File: src/rtl/inband_mgmt_defs.vh
// constants for the in-band management status block
`ifndef INBAND_MGMT_DEFS_VH
`define INBAND_MGMT_DEFS_VH

// ****************************************************************
// register byte offsets
// ****************************************************************
`define OFF_CTRL        16'h0104
`define OFF_STATUS      16'h0110
`define OFF_INT_STATUS  16'h0140
`define OFF_INT_MASK    16'h0144
`define OFF_OWN_HI      16'h0148
`define OFF_OWN_LO      16'h014c

// ****************************************************************
// control register fields
// ****************************************************************
`define CTRL_CHECK_BIT  30
`define CTRL_RESET_BIT  29

// ****************************************************************
// operation status fields
// ****************************************************************
`define ST_GOOD_BIT     31
`define ST_RESP_BIT     30
`define ST_EXEC_BIT     29
`define ST_MAC_BIT      14
`define ST_FMT_BIT      13
`define ST_CODE_BIT     12
`define ST_CMD_BIT      11
`define ST_SIZE_BIT     10
`define ST_LOC_MSB      6
`define ST_LOC_LSB      0
`define ST_RSVD_HI_MSB  28
`define ST_RSVD_HI_LSB  15
`define ST_RSVD_LO_MSB  9
`define ST_RSVD_LO_LSB  7
`define ST_RESET        32'h0000_0000

// ****************************************************************
// interrupt event bits
// ****************************************************************
`define EV_GOOD         0
`define EV_RESP         1
`define EV_EXEC         2
`define EV_ERR          3
`define EV_WIDTH        4

// ****************************************************************
// frame content
// ****************************************************************
`define ACCESS_FORMAT   16'h9800
`define ACCESS_CODE_A   16'h0001
`define ACCESS_CODE_B   16'h0002
`define CMD_CODE_0      8'h01
`define CMD_CODE_1      8'h02
`define CMD_CODE_2      8'h03
`define CMD_CODE_3      8'h04
`define MAX_FRAME_BYTES 9'h140
`define OWN_ADDR_RESET  48'h0010_a1ff_ffff

`endif

File: src/rtl/inband_mgmt_status.v
// status and control registers of the in-band management engine
//
// Notes on behaviour
// - good-frame flag, bit 31, set once a valid management frame is received.
// - response-sent flag, bit 30, set when the response frame has gone out.
// - execution-done flag, bit 29, set when all commands of a frame finished.
// - new frame with matching tag clears bits 30, 29 and all error flags.
// - bit 14 flags destination mismatch, only while address checking is enabled.
// - bit 13 flags an access format field other than 0x9800.
// - bit 12 flags access codes other than 0x0001 and 0x0002.
// - bit 11 flags an unrecognised command code in the frame.
// - bit 10 flags frames above 320 bytes, zero pad and check sequence counted.
// - an oversize frame gets no response frame.
// - bits 6:0 give the position of the unrecognised command code.
// - with control bit 30 set, frames with a foreign destination are discarded.
// - writing one to control bit 29 restarts the engine; the bit self-clears.
`timescale 1ns/1ps
`include "inband_mgmt_defs.vh"

module inband_mgmt_status (
	input  wire        clk,
	input  wire        nrst,
	input  wire        wb_cyc_i,
	input  wire        wb_stb_i,
	input  wire        wb_we_i,
	input  wire [15:0] wb_adr_i,
	input  wire [3:0]  wb_sel_i,
	input  wire [31:0] wb_dat_i,
	output reg  [31:0] wb_dat_o,
	output reg         wb_ack_o,
	input  wire        frame_start,
	input  wire        tag_match,
	input  wire        byte_valid,
	input  wire        hdr_valid,
	input  wire [47:0] dest_addr,
	input  wire [15:0] access_format,
	input  wire [15:0] access_code,
	input  wire        cmd_valid,
	input  wire [7:0]  cmd_code,
	input  wire        frame_end,
	input  wire        exec_done,
	input  wire        resp_sent,
	output reg         frame_discard,
	output reg         resp_block,
	output reg         mgmt_reset,
	output reg         irq
);

	// ****************************************************************
	// frame states
	// ****************************************************************
	localparam [1:0] S_IDLE = 2'b00;
	localparam [1:0] S_HDR  = 2'b01;
	localparam [1:0] S_BODY = 2'b10;
	localparam [1:0] S_DROP = 2'b11;

	// ****************************************************************
	// functions
	// ****************************************************************
	function hit;
		input [15:0] adr;
		input [15:0] off;
		begin
			hit = (adr[15:2] == off[15:2]);
		end
	endfunction

	function [31:0] merge;
		input [31:0] old;
		input [31:0] wr;
		input [3:0]  sel;
		integer      i;
		begin
			merge = old;
			for (i = 0; i < 4; i = i + 1) begin
				if (sel[i]) begin
					merge[i*8 +: 8] = wr[i*8 +: 8];
				end
			end
		end
	endfunction

	function cmd_known;
		input [7:0] code;
		begin
			cmd_known = (code == `CMD_CODE_0) || (code == `CMD_CODE_1) ||
				(code == `CMD_CODE_2) || (code == `CMD_CODE_3);
		end
	endfunction

	// ****************************************************************
	// state
	// ****************************************************************
	reg [1:0]             state;
	reg [1:0]             next_state;
	reg [31:0]            status;
	reg [31:0]            next_status;
	reg                   check_en;
	reg [47:0]            own_addr;
	reg [`EV_WIDTH-1:0]   int_status;
	reg [`EV_WIDTH-1:0]   next_int;
	reg [`EV_WIDTH-1:0]   int_mask;
	reg [6:0]             cmd_pos;
	reg                   frame_bad;
	reg                   next_bad;
	reg                   next_discard;
	reg [`EV_WIDTH-1:0]   events;

	wire                  mac_err;
	wire                  fmt_err;
	wire                  code_err;
	wire                  oversize;
	wire                  bus_req;
	wire                  wr_req;
	wire                  tag_clear;
	wire                  cmd_bad;
	wire                  hdr_take;
	wire [31:0]           ctrl_rd;
	wire [`EV_WIDTH-1:0]  w1c;
	wire [31:0]           own_hi_wr;

	// ****************************************************************
	// submodules
	// ****************************************************************
	hdr_check u_hdr (
		.check_en      (check_en),
		.dest_addr     (dest_addr),
		.own_addr      (own_addr),
		.access_format (access_format),
		.access_code   (access_code),
		.mac_err       (mac_err),
		.fmt_err       (fmt_err),
		.code_err      (code_err)
	);

	frame_len u_len (
		.clk        (clk),
		.nrst       (nrst),
		.clr        (frame_start | mgmt_reset),
		.byte_valid (byte_valid),
		.oversize   (oversize)
	);

	// ****************************************************************
	// bus decode
	// ****************************************************************
	assign bus_req   = wb_cyc_i && wb_stb_i && !wb_ack_o;
	assign wr_req    = bus_req && wb_we_i;
	assign tag_clear = frame_start && tag_match;
	assign hdr_take  = hdr_valid && (state == S_HDR);
	assign cmd_bad   = cmd_valid && (state == S_BODY) && !cmd_known(cmd_code);
	assign ctrl_rd   = {1'b0, check_en, mgmt_reset, 29'h0000_0000};
	assign w1c       = (wr_req && hit(wb_adr_i, `OFF_INT_STATUS) && wb_sel_i[0]) ?
		wb_dat_i[`EV_WIDTH-1:0] : {`EV_WIDTH{1'b0}};
	assign own_hi_wr = merge({16'h0000, own_addr[47:32]}, wb_dat_i, wb_sel_i);

	// ****************************************************************
	// frame sequence
	// ****************************************************************
	always @* begin
		next_state   = state;
		next_discard = 1'b0;
		case (state)
		S_IDLE: begin
			next_state = S_IDLE;
		end
		S_HDR: begin
			if (hdr_valid) begin
				if (mac_err) begin
					next_state   = S_DROP;
					next_discard = 1'b1;
				end else begin
					next_state = S_BODY;
				end
			end
		end
		S_BODY: begin
			if (frame_end) begin
				next_state = S_IDLE;
			end
		end
		S_DROP: begin
			if (frame_end) begin
				next_state = S_IDLE;
			end
		end
		default: begin
			next_state = S_IDLE;
		end
		endcase
		// a fresh start always wins over the frame still in flight
		if (frame_start) begin
			next_state   = S_HDR;
			next_discard = 1'b0;
		end
	end

	// ****************************************************************
	// operation status update, set wins over clear
	// ****************************************************************
	always @* begin
		next_status = status;
		next_bad    = frame_bad;
		events      = {`EV_WIDTH{1'b0}};
		if (frame_start) begin
			next_bad = 1'b0;
		end
		if (tag_clear) begin
			next_status[`ST_RESP_BIT] = 1'b0;
			next_status[`ST_EXEC_BIT] = 1'b0;
			next_status[`ST_MAC_BIT:`ST_SIZE_BIT] = 5'h00;
			next_status[`ST_LOC_MSB:`ST_LOC_LSB] = 7'h00;
		end
		if (hdr_take) begin
			if (mac_err) begin
				next_status[`ST_MAC_BIT] = 1'b1;
			end
			if (fmt_err) begin
				next_status[`ST_FMT_BIT] = 1'b1;
			end
			if (code_err) begin
				next_status[`ST_CODE_BIT] = 1'b1;
			end
			if (mac_err || fmt_err || code_err) begin
				next_bad   = 1'b1;
				events[`EV_ERR] = 1'b1;
			end
		end
		// only the first bad command of a frame is located
		if (cmd_bad && !next_status[`ST_CMD_BIT]) begin
			next_status[`ST_CMD_BIT] = 1'b1;
			next_status[`ST_LOC_MSB:`ST_LOC_LSB] = cmd_pos;
			next_bad   = 1'b1;
			events[`EV_ERR] = 1'b1;
		end
		if (oversize && state != S_IDLE && !next_status[`ST_SIZE_BIT]) begin
			next_status[`ST_SIZE_BIT] = 1'b1;
			next_bad   = 1'b1;
			events[`EV_ERR] = 1'b1;
		end
		if (frame_end && state == S_BODY && !next_bad && !oversize) begin
			next_status[`ST_GOOD_BIT] = 1'b1;
			events[`EV_GOOD] = 1'b1;
		end
		if (exec_done) begin
			next_status[`ST_EXEC_BIT] = 1'b1;
			events[`EV_EXEC] = 1'b1;
		end
		if (resp_sent) begin
			next_status[`ST_RESP_BIT] = 1'b1;
			events[`EV_RESP] = 1'b1;
		end
		next_status[`ST_RSVD_HI_MSB:`ST_RSVD_HI_LSB] =
			{(`ST_RSVD_HI_MSB - `ST_RSVD_HI_LSB + 1){1'b0}};
		next_status[`ST_RSVD_LO_MSB:`ST_RSVD_LO_LSB] =
			{(`ST_RSVD_LO_MSB - `ST_RSVD_LO_LSB + 1){1'b0}};
		next_int = (int_status & ~w1c) | events;
	end

	// ****************************************************************
	// frame and status registers
	// ****************************************************************
	always @(posedge clk or negedge nrst) begin
		if (!nrst) begin
			state         <= S_IDLE;
			status        <= `ST_RESET;
			frame_bad     <= 1'b0;
			cmd_pos       <= 7'h00;
			frame_discard <= 1'b0;
			resp_block    <= 1'b0;
		end else if (mgmt_reset) begin
			state         <= S_IDLE;
			status        <= `ST_RESET;
			frame_bad     <= 1'b0;
			cmd_pos       <= 7'h00;
			frame_discard <= 1'b0;
			resp_block    <= 1'b0;
		end else begin
			state         <= next_state;
			status        <= next_status;
			frame_bad     <= next_bad;
			frame_discard <= next_discard;
			if (frame_start) begin
				cmd_pos <= 7'h00;
			end else if (cmd_valid && state == S_BODY) begin
				cmd_pos <= cmd_pos + 7'h01;
			end
			// held from the moment of overflow until the next frame starts or a restart
			if (frame_start) begin
				resp_block <= 1'b0;
			end else if (oversize) begin
				resp_block <= 1'b1;
			end
		end
	end

	// ****************************************************************
	// software registers and interrupt
	// ****************************************************************
	always @(posedge clk or negedge nrst) begin
		if (!nrst) begin
			check_en   <= 1'b0;
			mgmt_reset <= 1'b0;
			own_addr   <= `OWN_ADDR_RESET;
			int_status <= {`EV_WIDTH{1'b0}};
			int_mask   <= {`EV_WIDTH{1'b0}};
			irq        <= 1'b0;
		end else begin
			int_status <= next_int;
			irq        <= |(next_int & int_mask);
			// the restart request lasts exactly one cycle
			mgmt_reset <= wr_req && hit(wb_adr_i, `OFF_CTRL) && wb_sel_i[3] &&
				wb_dat_i[`CTRL_RESET_BIT];
			if (wr_req && hit(wb_adr_i, `OFF_CTRL) && wb_sel_i[3]) begin
				check_en <= wb_dat_i[`CTRL_CHECK_BIT];
			end
			if (wr_req && hit(wb_adr_i, `OFF_INT_MASK) && wb_sel_i[0]) begin
				int_mask <= wb_dat_i[`EV_WIDTH-1:0];
			end
			if (wr_req && hit(wb_adr_i, `OFF_OWN_HI)) begin
				own_addr[47:32] <= own_hi_wr[15:0];
			end
			if (wr_req && hit(wb_adr_i, `OFF_OWN_LO)) begin
				own_addr[31:0] <= merge(own_addr[31:0], wb_dat_i, wb_sel_i);
			end
		end
	end

	// ****************************************************************
	// bus answer, one wait cycle, unmapped reads return zero
	// ****************************************************************
	always @(posedge clk or negedge nrst) begin
		if (!nrst) begin
			wb_ack_o <= 1'b0;
			wb_dat_o <= 32'h0000_0000;
		end else begin
			wb_ack_o <= bus_req;
			wb_dat_o <= 32'h0000_0000;
			if (bus_req && !wb_we_i) begin
				// reads only sample; no flag is disturbed
				if (hit(wb_adr_i, `OFF_STATUS)) begin
					wb_dat_o <= status;
				end else if (hit(wb_adr_i, `OFF_CTRL)) begin
					wb_dat_o <= ctrl_rd;
				end else if (hit(wb_adr_i, `OFF_INT_STATUS)) begin
					wb_dat_o <= {28'h000_0000, int_status};
				end else if (hit(wb_adr_i, `OFF_INT_MASK)) begin
					wb_dat_o <= {28'h000_0000, int_mask};
				end else if (hit(wb_adr_i, `OFF_OWN_HI)) begin
					wb_dat_o <= {16'h0000, own_addr[47:32]};
				end else if (hit(wb_adr_i, `OFF_OWN_LO)) begin
					wb_dat_o <= own_addr[31:0];
				end
			end
		end
	end

endmodule

File: src/rtl/frame_len.v
// byte counter flagging management frames above the size limit
`timescale 1ns/1ps
`include "inband_mgmt_defs.vh"

module frame_len (
	input  wire clk,
	input  wire nrst,
	input  wire clr,
	input  wire byte_valid,
	output wire oversize
);

	reg [8:0] count;

	// saturates one past the limit so a long frame never wraps to small
	always @(posedge clk or negedge nrst) begin
		if (!nrst) begin
			count <= 9'h000;
		end else if (clr) begin
			count <= 9'h000;
		end else if (byte_valid && count <= `MAX_FRAME_BYTES) begin
			count <= count + 9'h001;
		end
	end

	assign oversize = (count > `MAX_FRAME_BYTES);

endmodule

File: src/rtl/hdr_check.v
// header field checks for a received management frame
`timescale 1ns/1ps
`include "inband_mgmt_defs.vh"

module hdr_check (
	input  wire        check_en,
	input  wire [47:0] dest_addr,
	input  wire [47:0] own_addr,
	input  wire [15:0] access_format,
	input  wire [15:0] access_code,
	output wire        mac_err,
	output wire        fmt_err,
	output wire        code_err
);

	assign mac_err  = check_en && (dest_addr != own_addr);
	assign fmt_err  = (access_format != `ACCESS_FORMAT);
	assign code_err = (access_code != `ACCESS_CODE_A) &&
		(access_code != `ACCESS_CODE_B);

endmodule

File: config.mk
export PLATFORM = sky130hd
export DESIGN_NAME = inband_mgmt_status
export DESIGN_NICKNAME = d
export VERILOG_FILES = /design/src/rtl/inband_mgmt_status.v /design/src/rtl/frame_len.v /design/src/rtl/hdr_check.v
export VERILOG_INCLUDE_DIRS = /design/src /design/src/rtl
export SDC_FILE = /design/constraint.sdc
export NUM_CORES = 1
export LEC_CHECK = 0
export BUFFER_PORTS_ARGS = -buffer_cell sky130_fd_sc_hd__clkbuf_2
export CORE_ASPECT_RATIO = 0.8
export CORE_UTILIZATION = 51
export CTS_CLUSTER_SIZE = 8
export DETAILED_ROUTE_END_ITERATION = 6
export GPL_TIMING_DRIVEN = 0
export HOLD_SLACK_MARGIN = 0.15
export PLACE_DENSITY = 0.89
export SYNTH_ARGS = -nofsm -noshare
export SYNTH_HDL_FRONTEND = slang
export SYNTH_SLANG_ARGS = --single-unit
export TNS_END_PERCENT = 10
File: constraint.sdc
create_clock -name clk -period 2.3 [get_ports clk]
set_clock_uncertainty 0.1 [all_clocks]
set_input_delay 0.23 -clock clk [delete_from_list [all_inputs] [get_ports clk]]
set_output_delay 0.23 -clock clk [all_outputs]
set_load 0.1 [all_outputs]
# ---- Word level (Yosys, flattened, before mapping)
# Index checks and enable logic that the tools add are counted.
dict set report totals {
  ff_bits 145
  inputBits 153
  output_inout_bits 37
  elab_cells 162
}
dict set report classes {
  n_addsub 2
  magnitude_cmp 2
  n_eq_ne 19
  n_mux 54
  n_bitwise 5
  n_reduce_logical 56
}
# operator n
set ops {}
lappend ops {{2-to-1 mux 32 bit} 8}
lappend ops {{== test 14 x 7 -> 1 bit (second input constant)} 6}
lappend ops {{!= test 48 bit} 1}
lappend ops {{2-to-1 mux 7 bit} 5}
lappend ops {{2-to-1 mux 1 bit} 30}
lappend ops {{logical AND 1 bit} 26}
lappend ops {{2-to-1 mux 9 bit} 2}
lappend ops {{== test 8 x 2 -> 1 bit (second input constant)} 2}
lappend ops {{!= test 16 x 1 -> 1 bit (second input constant)} 1}
lappend ops {{!= test 16 bit (second input constant)} 1}
lappend ops {{!= test 16 x 2 -> 1 bit (second input constant)} 1}
lappend ops {{nonzero test 3 bit} 5}
lappend ops {{AND reduction 2 bit} 7}
lappend ops {{2-to-1 mux 2 bit} 5}
lappend ops {{adder 9 x 1 -> 9 bit (second input constant)} 1}
lappend ops {{greater-than comparator 9 bit (second input constant)} 1}
lappend ops {{<= comparator 9 bit (second input constant)} 1}
lappend ops {{bitwise AND 4 bit} 2}
lappend ops {{== test 8 x 1 -> 1 bit (second input constant)} 1}
lappend ops {{== test 8 x 3 -> 1 bit (second input constant)} 1}
lappend ops {{adder 7 x 1 -> 7 bit (second input constant)} 1}
lappend ops {{zero test 1 bit} 7}
lappend ops {{case mux 2 bit (3 select lines)} 1}
lappend ops {{nonzero test 2 bit} 3}
lappend ops {{14 further kinds} 19}

# ---- Depth between registers and ports, before layout
dict set report depth {
  ltp_word 16
  ltp_mapped 8
  ltp_nobuf 7
}

# ---- By module
# From an unflattened synthesis, not the netlist that was laid out.
dict set report unflattened {
  hier_cells 544
  area_unflattened_um2 6303.5
}
# mod n_inst cells_per_inst area_each_um2 seq_area_each_um2
set modules_own_cells {}
lappend modules_own_cells {inband_mgmt_status 1 410 5149.9 3012.9}
lappend modules_own_cells {hdr_check 1 75 600.6 0.0}
lappend modules_own_cells {frame_len 1 59 553.0 225.2}

# ---- Least setup slack after synthesis
# No wires, ideal clock.
dict set report synth_timing {
  kind {reg2reg}
  from {reg wb_ack_o}
  to {reg int_mask[0]}
  setup_time_ns 0.125
  arrival_time_ns 2.050
  required_time_ns 2.075
  slack_ns 0.025
  stages_incl_launch_ff 7
  path_buffers 0
  synth_period_minus_slack_ns 2.275
  cell_sequence {dfrtp_1 and3b_1 and2_1 nand2_1 nor2_1 nand4_1 mux2_2}
}
dict set report synth_between {
  elab_chain_len 5
}
# element line
set synth_lines {}
lappend synth_lines {{from (decl)} inband_mgmt_status.v:30} ;# output reg wb_ack_o,
lappend synth_lines {{from (signal assigned)} inband_mgmt_status.v:337} ;# wb_ack_o <= bus_req;
lappend synth_lines {{zero test 1 bit} inband_mgmt_status.v:147} ;# assign bus_req = wb_cyc_i && wb_stb_i && !wb_ack_o;
lappend synth_lines {{logical AND 1 bit} inband_mgmt_status.v:147}
lappend synth_lines {{via bus_req} inband_mgmt_status.v:113} ;# wire bus_req;
lappend synth_lines {{logical AND 1 bit} inband_mgmt_status.v:148} ;# assign wr_req = bus_req && wb_we_i;
lappend synth_lines {{logical AND 1 bit (2 in a row)} inband_mgmt_status.v:317} ;# if (wr_req && hit(wb_adr_i, `OFF_INT_MASK) && wb_sel_i[0]) begin
lappend synth_lines {{to (signal assigned)} inband_mgmt_status.v:306} ;# int_mask <= {`EV_WIDTH{1'b0}};
lappend synth_lines {{to (signal assigned)} inband_mgmt_status.v:318} ;# int_mask <= wb_dat_i[`EV_WIDTH-1:0];
lappend synth_lines {{to (decl)} inband_mgmt_status.v:102} ;# reg [`EV_WIDTH-1:0] int_mask;
# The timed path passes the listed nets, and every way through them passes these cells.
# A chain may end at the register's enable or synchronous reset.

# ---- Worst setup path in the final report
dict set report layout_timing {
  from {reg own_addr[30]}
  to {reg irq}
}
dict set report layout_between {
  word_cells_on_any_way 19
  cone_classes {eq/ne: 1; mux: 9; bitwise: 2; reduce/logical: 7}
}
# element line
set layout_lines {}
lappend layout_lines {{from (decl)} inband_mgmt_status.v:99} ;# reg [47:0] own_addr;
lappend layout_lines {{from (signal assigned)} inband_mgmt_status.v:304} ;# own_addr <= `OWN_ADDR_RESET;
lappend layout_lines {{from (signal assigned)} inband_mgmt_status.v:324} ;# own_addr[31:0] <= merge(own_addr[31:0], wb_dat_i, wb_sel_i);
lappend layout_lines {{!= test 48 bit} hdr_check.v:16} ;# assign mac_err = check_en && (dest_addr != own_addr);
lappend layout_lines {{logical AND 1 bit} hdr_check.v:16}
lappend layout_lines {{logical OR 1 bit (2 in a row)} inband_mgmt_status.v:224} ;# if (mac_err || fmt_err || code_err) begin
lappend layout_lines {{2-to-1 mux 1 bit} inband_mgmt_status.v:224}
lappend layout_lines {{2-to-1 mux 1 bit} inband_mgmt_status.v:214} ;# if (hdr_take) begin
lappend layout_lines {{2-to-1 mux 1 bit} inband_mgmt_status.v:230} ;# if (cmd_bad && !next_status[`ST_CMD_BIT]) begin
lappend layout_lines {{2-to-1 mux 1 bit} inband_mgmt_status.v:236} ;# if (oversize && state != S_IDLE && !next_status[`ST_SIZE_BIT]) begin
lappend layout_lines {{OR 4 bit} inband_mgmt_status.v:257} ;# next_int = (int_status & ~w1c) | events;
lappend layout_lines {{via next_int[3]} inband_mgmt_status.v:101} ;# reg [`EV_WIDTH-1:0] next_int;
lappend layout_lines {{bitwise AND 4 bit} inband_mgmt_status.v:310} ;# irq <= |(next_int & int_mask);
lappend layout_lines {{OR reduction 4 bit} inband_mgmt_status.v:310}
lappend layout_lines {{to (signal assigned)} inband_mgmt_status.v:310}
lappend layout_lines {{to (decl)} inband_mgmt_status.v:46} ;# output reg irq
# The timed path passes the listed nets, and every way through them passes these cells.

==> summary by stage <==
Status
The flow ran to the end, but the final reports show violations. The checks that failed: design-rule violations, negative setup slack.

STA
For the pin with the worst max-slew slack, the measured transition is 0.736 ns. Based on the critical path, the design can be clocked at up to 417 MHz. The number of hold violations in the final report is 0. The final period utilization is 104%.

The number of setup violations in the final report is 2. Setup repair after global routing could not meet its margin everywhere. The final period demand of the worst path is 2.40 ns. Once routing completed, OpenROAD measured the worst setup slack at -0.0980 ns. The max-slew violation count was 0. The worst relative slew slack is 50.4%.

Yosys
The number of nets in the synthesized netlist is 681. The number of synthesis warnings is 0. The netlist uses 49 different library cells.

The most instantiated flip-flop cell in the synthesis netlist is sky130_fd_sc_hd__dfrtp_1. After synthesis, the share of flip-flops with an asynchronous set or reset is between 90% and 100%. The number of synthesized register bits is between 100 and 150. Dividing the synthesized area by the synthesized cell count gives 11.5 um^2. The number of instances in the synthesized netlist is 525. The count of flip-flops with a built-in enable after synthesis is 0. The cell area after synthesis is 6030 um^2. The sequential fraction of the synthesis area is 53.7%.

Clocking
After clock tree synthesis, the clock-pin slew on the worst setup and hold paths is roughly 0.06 ns. The count of H-tree levels built during CTS is 4. Clock tree synthesis selected as its root buffer the cell sky130_fd_sc_hd__clkbuf_16. The clock sink count is 128. TritonCTS built the clock tree.

The clock buffer count from CTS is 17. The clock reaches the later pin of the worst-skew pair after 0.42 ns. The maximum buffer depth of the clock tree is 2.

Placement
The congestion estimate from routability-driven global placement came to ~0.9. Once placement completed, the tool counted placed cells totaling 860. The post-DP HPWL is between 10 and 15 mm. During placement, the flow inserted port buffers numbering 186.

GRT
The number of global-route vias before repair is 5412. The initial antenna violation count is 0. Global routing used 31.0% of the available tracks. The maximum number of pins on one net before global-route repair is 77. The total overflow left after global routing is 0. The first global-routing pass estimated 27.6 mm of wire.

Critical path
The critical path is of the flop to flop type. The worst setup path is launched from a flop. Of all nets on the critical path, the largest fanout is 3.

Data on the critical path is required at its endpoint by 2.49 ns. For the worst setup path, the data arrival time is ~2.6 ns. STA classifies the critical path endpoint as a flop.

Finish
The number of antenna repair diodes is 0. The area growth from synthesis to final layout is 38.7%. Cells with a size suffix above 1 make up 42.9% of the layout. The count of placed standard cells in the final layout, fillers left out is 938. The number of nets in the finished design is just over 900.

In the layout the commonest cells are sky130_fd_sc_hd__clkbuf_2, sky130_fd_sc_hd__dfrtp_1, sky130_fd_sc_hd__mux2_2, sky130_fd_sc_hd__xnor2_1, sky130_fd_sc_hd__dlygate4sd3_1. The number of inserted filler cells in the final layout is between 700 and 800. The most frequent standard cell in the layout excluding fill and tap cells is sky130_fd_sc_hd__clkbuf_2. The final core utilization is 72.6%.

Detailed routing
The detailed-route via count is approximately 5400. For this block, the initial DRC count from the detailed router was 605. Before antenna repair, the detailed router went through 7 iterations. Dividing the detail-routed wire length by the instance count gives between 15 and 20 um.

Using the TritonRoute via totals, the vias-per-cell ratio works out to 5.79. The final antenna-violating net count is 0. The wire length reported by the detailed router is 18.3 mm. The DRC violation count after routing is 2.

Power and ir drop
Across the VDD grid, the largest voltage drop is 0.000516 V. Summed over all cells, the static leakage comes to ~3.9 nW. For this design the ratio of total power to cell area is approximately 670 nW/um^2.

Job
The reported max-cap violation count is 0.

Die
The vertical extent of the die is approximately 100 um. The initial standard-cell utilization of the core is 52.3%. The die covers 12300 um^2.

The number of top-level design ports is 190. The floorplan has 35 rows. The die extent in x is 124 um.

The placeable core area is between 10000 and 15000 um^2.

Hold path
The worst hold path class is input port to flop.
==> what timing repair did <==
item	CTS	global route
endpoints found under the hold margin	175	0
pin swaps	6	4
endpoints found under the setup margin	2	24
hold buffers	43	0
gates resized for setup	7	11
setup buffers	4	0
==> final timing paths <==
| check | from | end | slack (ns) | cells past startpoint |
|---|---|---|---|---|
| worst max-delay path | own_addr[30]$_DFFE_PN0P_ | irq$_DFF_PN0_ | -0.1 | 6 |
| worst min-delay path | access_code[10] | status[12]$_DFF_PN0_ | 0.19 | 5 |
| worst max register to register | own_addr[30]$_DFFE_PN0P_ | irq$_DFF_PN0_ | -0.1 | 6 |
| max in group asynchronous | nrst | own_addr[7]$_DFFE_PN1P_ | 1.13 | 3 |
| min in group asynchronous | nrst | u_len.count[7]$_DFFE_PN0P_ | 0.23 | 2 |
| worst min register to register | status[13]$_DFF_PN0_ | wb_dat_o[13]$_DFF_PN0_ | 0.41 | 2 |
==> per-stage QoR <==
stage               TNS [ns]  total power, mW  hold slack [ns]  area (um^2)  worst slack (ns)
global placement     -109.96             2.71            0.364         7140            -0.915
CTS                  -0.0248             5.62            0.167         8310           -0.0248
floorplan                  0             2.49           -0.166         6030            0.0248
detailed placement    -20.66             2.73            0.112         7180            -0.460
finish                -0.158             5.62            0.188         8360           -0.0980
global route          -0.278             5.79            0.199         8360            -0.151
==> metal layers <==
metal / wire (um) / GRT usage (%) / up-vias
met5: 0 / 0 / -
met3: 1580 / 7.22 / 54
met4: 657 / 13.3 / 0
li1: - / - / 2399
met2: 8750 / 50.1 / 340
met1: 7300 / 39.9 / 2639
==> state kept, by name, summed over array words and instances (netlist names) <==
name           count
int_mask           4
resp_block         1
state              2
status            15
wb_ack_o           1
wb_dat_o          32
u_len.count        9
frame_bad          1
cmd_pos            7
own_addr          48
irq                1
check_en           1
int_status         4
mgmt_reset         1
frame_discard      1
==> worst max-delay path: stages (launching register included) <==
cell                      delay [ns]
sky130_fd_sc_hd__dfrtp_1        0.42
sky130_fd_sc_hd__xnor2_2        0.24
sky130_fd_sc_hd__nand4_1        0.22
sky130_fd_sc_hd__nor4_4         0.38
sky130_fd_sc_hd__nand4_1        0.21
sky130_fd_sc_hd__a211o_1        0.37
sky130_fd_sc_hd__a221o_1        0.33
==> Yosys cell counts (5+ instances only) <==
| master | number | area share [%] |
|---|---|---|
| sky130_fd_sc_hd__and2_1 | 16 | 1.7 |
| sky130_fd_sc_hd__and3_1 | 6 | 0.62 |
| sky130_fd_sc_hd__mux2_2 | 57 | 11 |
| sky130_fd_sc_hd__inv_1 | 7 | 0.44 |
| sky130_fd_sc_hd__dfrtp_1 | 100 | 42 |
| sky130_fd_sc_hd__buf_2 | 5 | 0.42 |
| sky130_fd_sc_hd__a22oi_1 | 18 | 2.2 |
| sky130_fd_sc_hd__clkbuf_1 | 9 | 0.56 |
| sky130_fd_sc_hd__nor4_1 | 12 | 1.2 |
| sky130_fd_sc_hd__a222oi_1 | 6 | 1.0 |
| sky130_fd_sc_hd__o21ai_0 | 9 | 0.75 |
| sky130_fd_sc_hd__nand4_1 | 20 | 2.1 |
| sky130_fd_sc_hd__nand2_1 | 33 | 2.1 |
| sky130_fd_sc_hd__xnor2_1 | 56 | 8.1 |
| sky130_fd_sc_hd__nand3_1 | 16 | 1.3 |
| sky130_fd_sc_hd__nor2_1 | 43 | 2.7 |
| sky130_fd_sc_hd__dfstp_2 | 28 | 12 |
| sky130_fd_sc_hd__xor2_1 | 7 | 1.0 |
| sky130_fd_sc_hd__a21oi_1 | 24 | 2.0 |
==> kinds of logic (layout without fill, tap and decap cells) <==
group           after synthesis  in the layout  synth area share (%)
mux                          58             58                  10.8
fa+ha+maj                     3              3                 0.623
compound gates               73             73                  8.04
simple gates                178            178                  16.2
buf+inv                      22            287                  1.47
xor+xnor                     63             63                  9.16
flops                       128            128                  53.7
==> power breakdown <==
group / switching [mW] / leakage [nW] / internal, mW / total (mW)
Combinational: 0.236 / 1.93 / 0.223 / 0.459
Sequential: 0.0253 / 1.64 / 2.29 / 2.31
Clock: 1.01 / 0.294 / 1.84 / 2.85
==> area by class of cell <==
| class | count | area [um^2] | share of cell area [%] |
|---|---|---|---|
| inverter | 7 | 26.3 | 0.314 |
| clock inverter | 14 | 190 | 2.28 |
| buffer | 15 | 66.3 | 0.794 |
| sequential | 128 | 3240 | 38.7 |
| timing repair buffer | 233 | 1420 | 17.0 |
| clock buffer | 18 | 439 | 5.26 |
| multi-input combinational | 375 | 2790 | 33.4 |
| tap | 148 | 185 | 2.22 |
No activity file was read; power rests on OpenSTA's default activity.
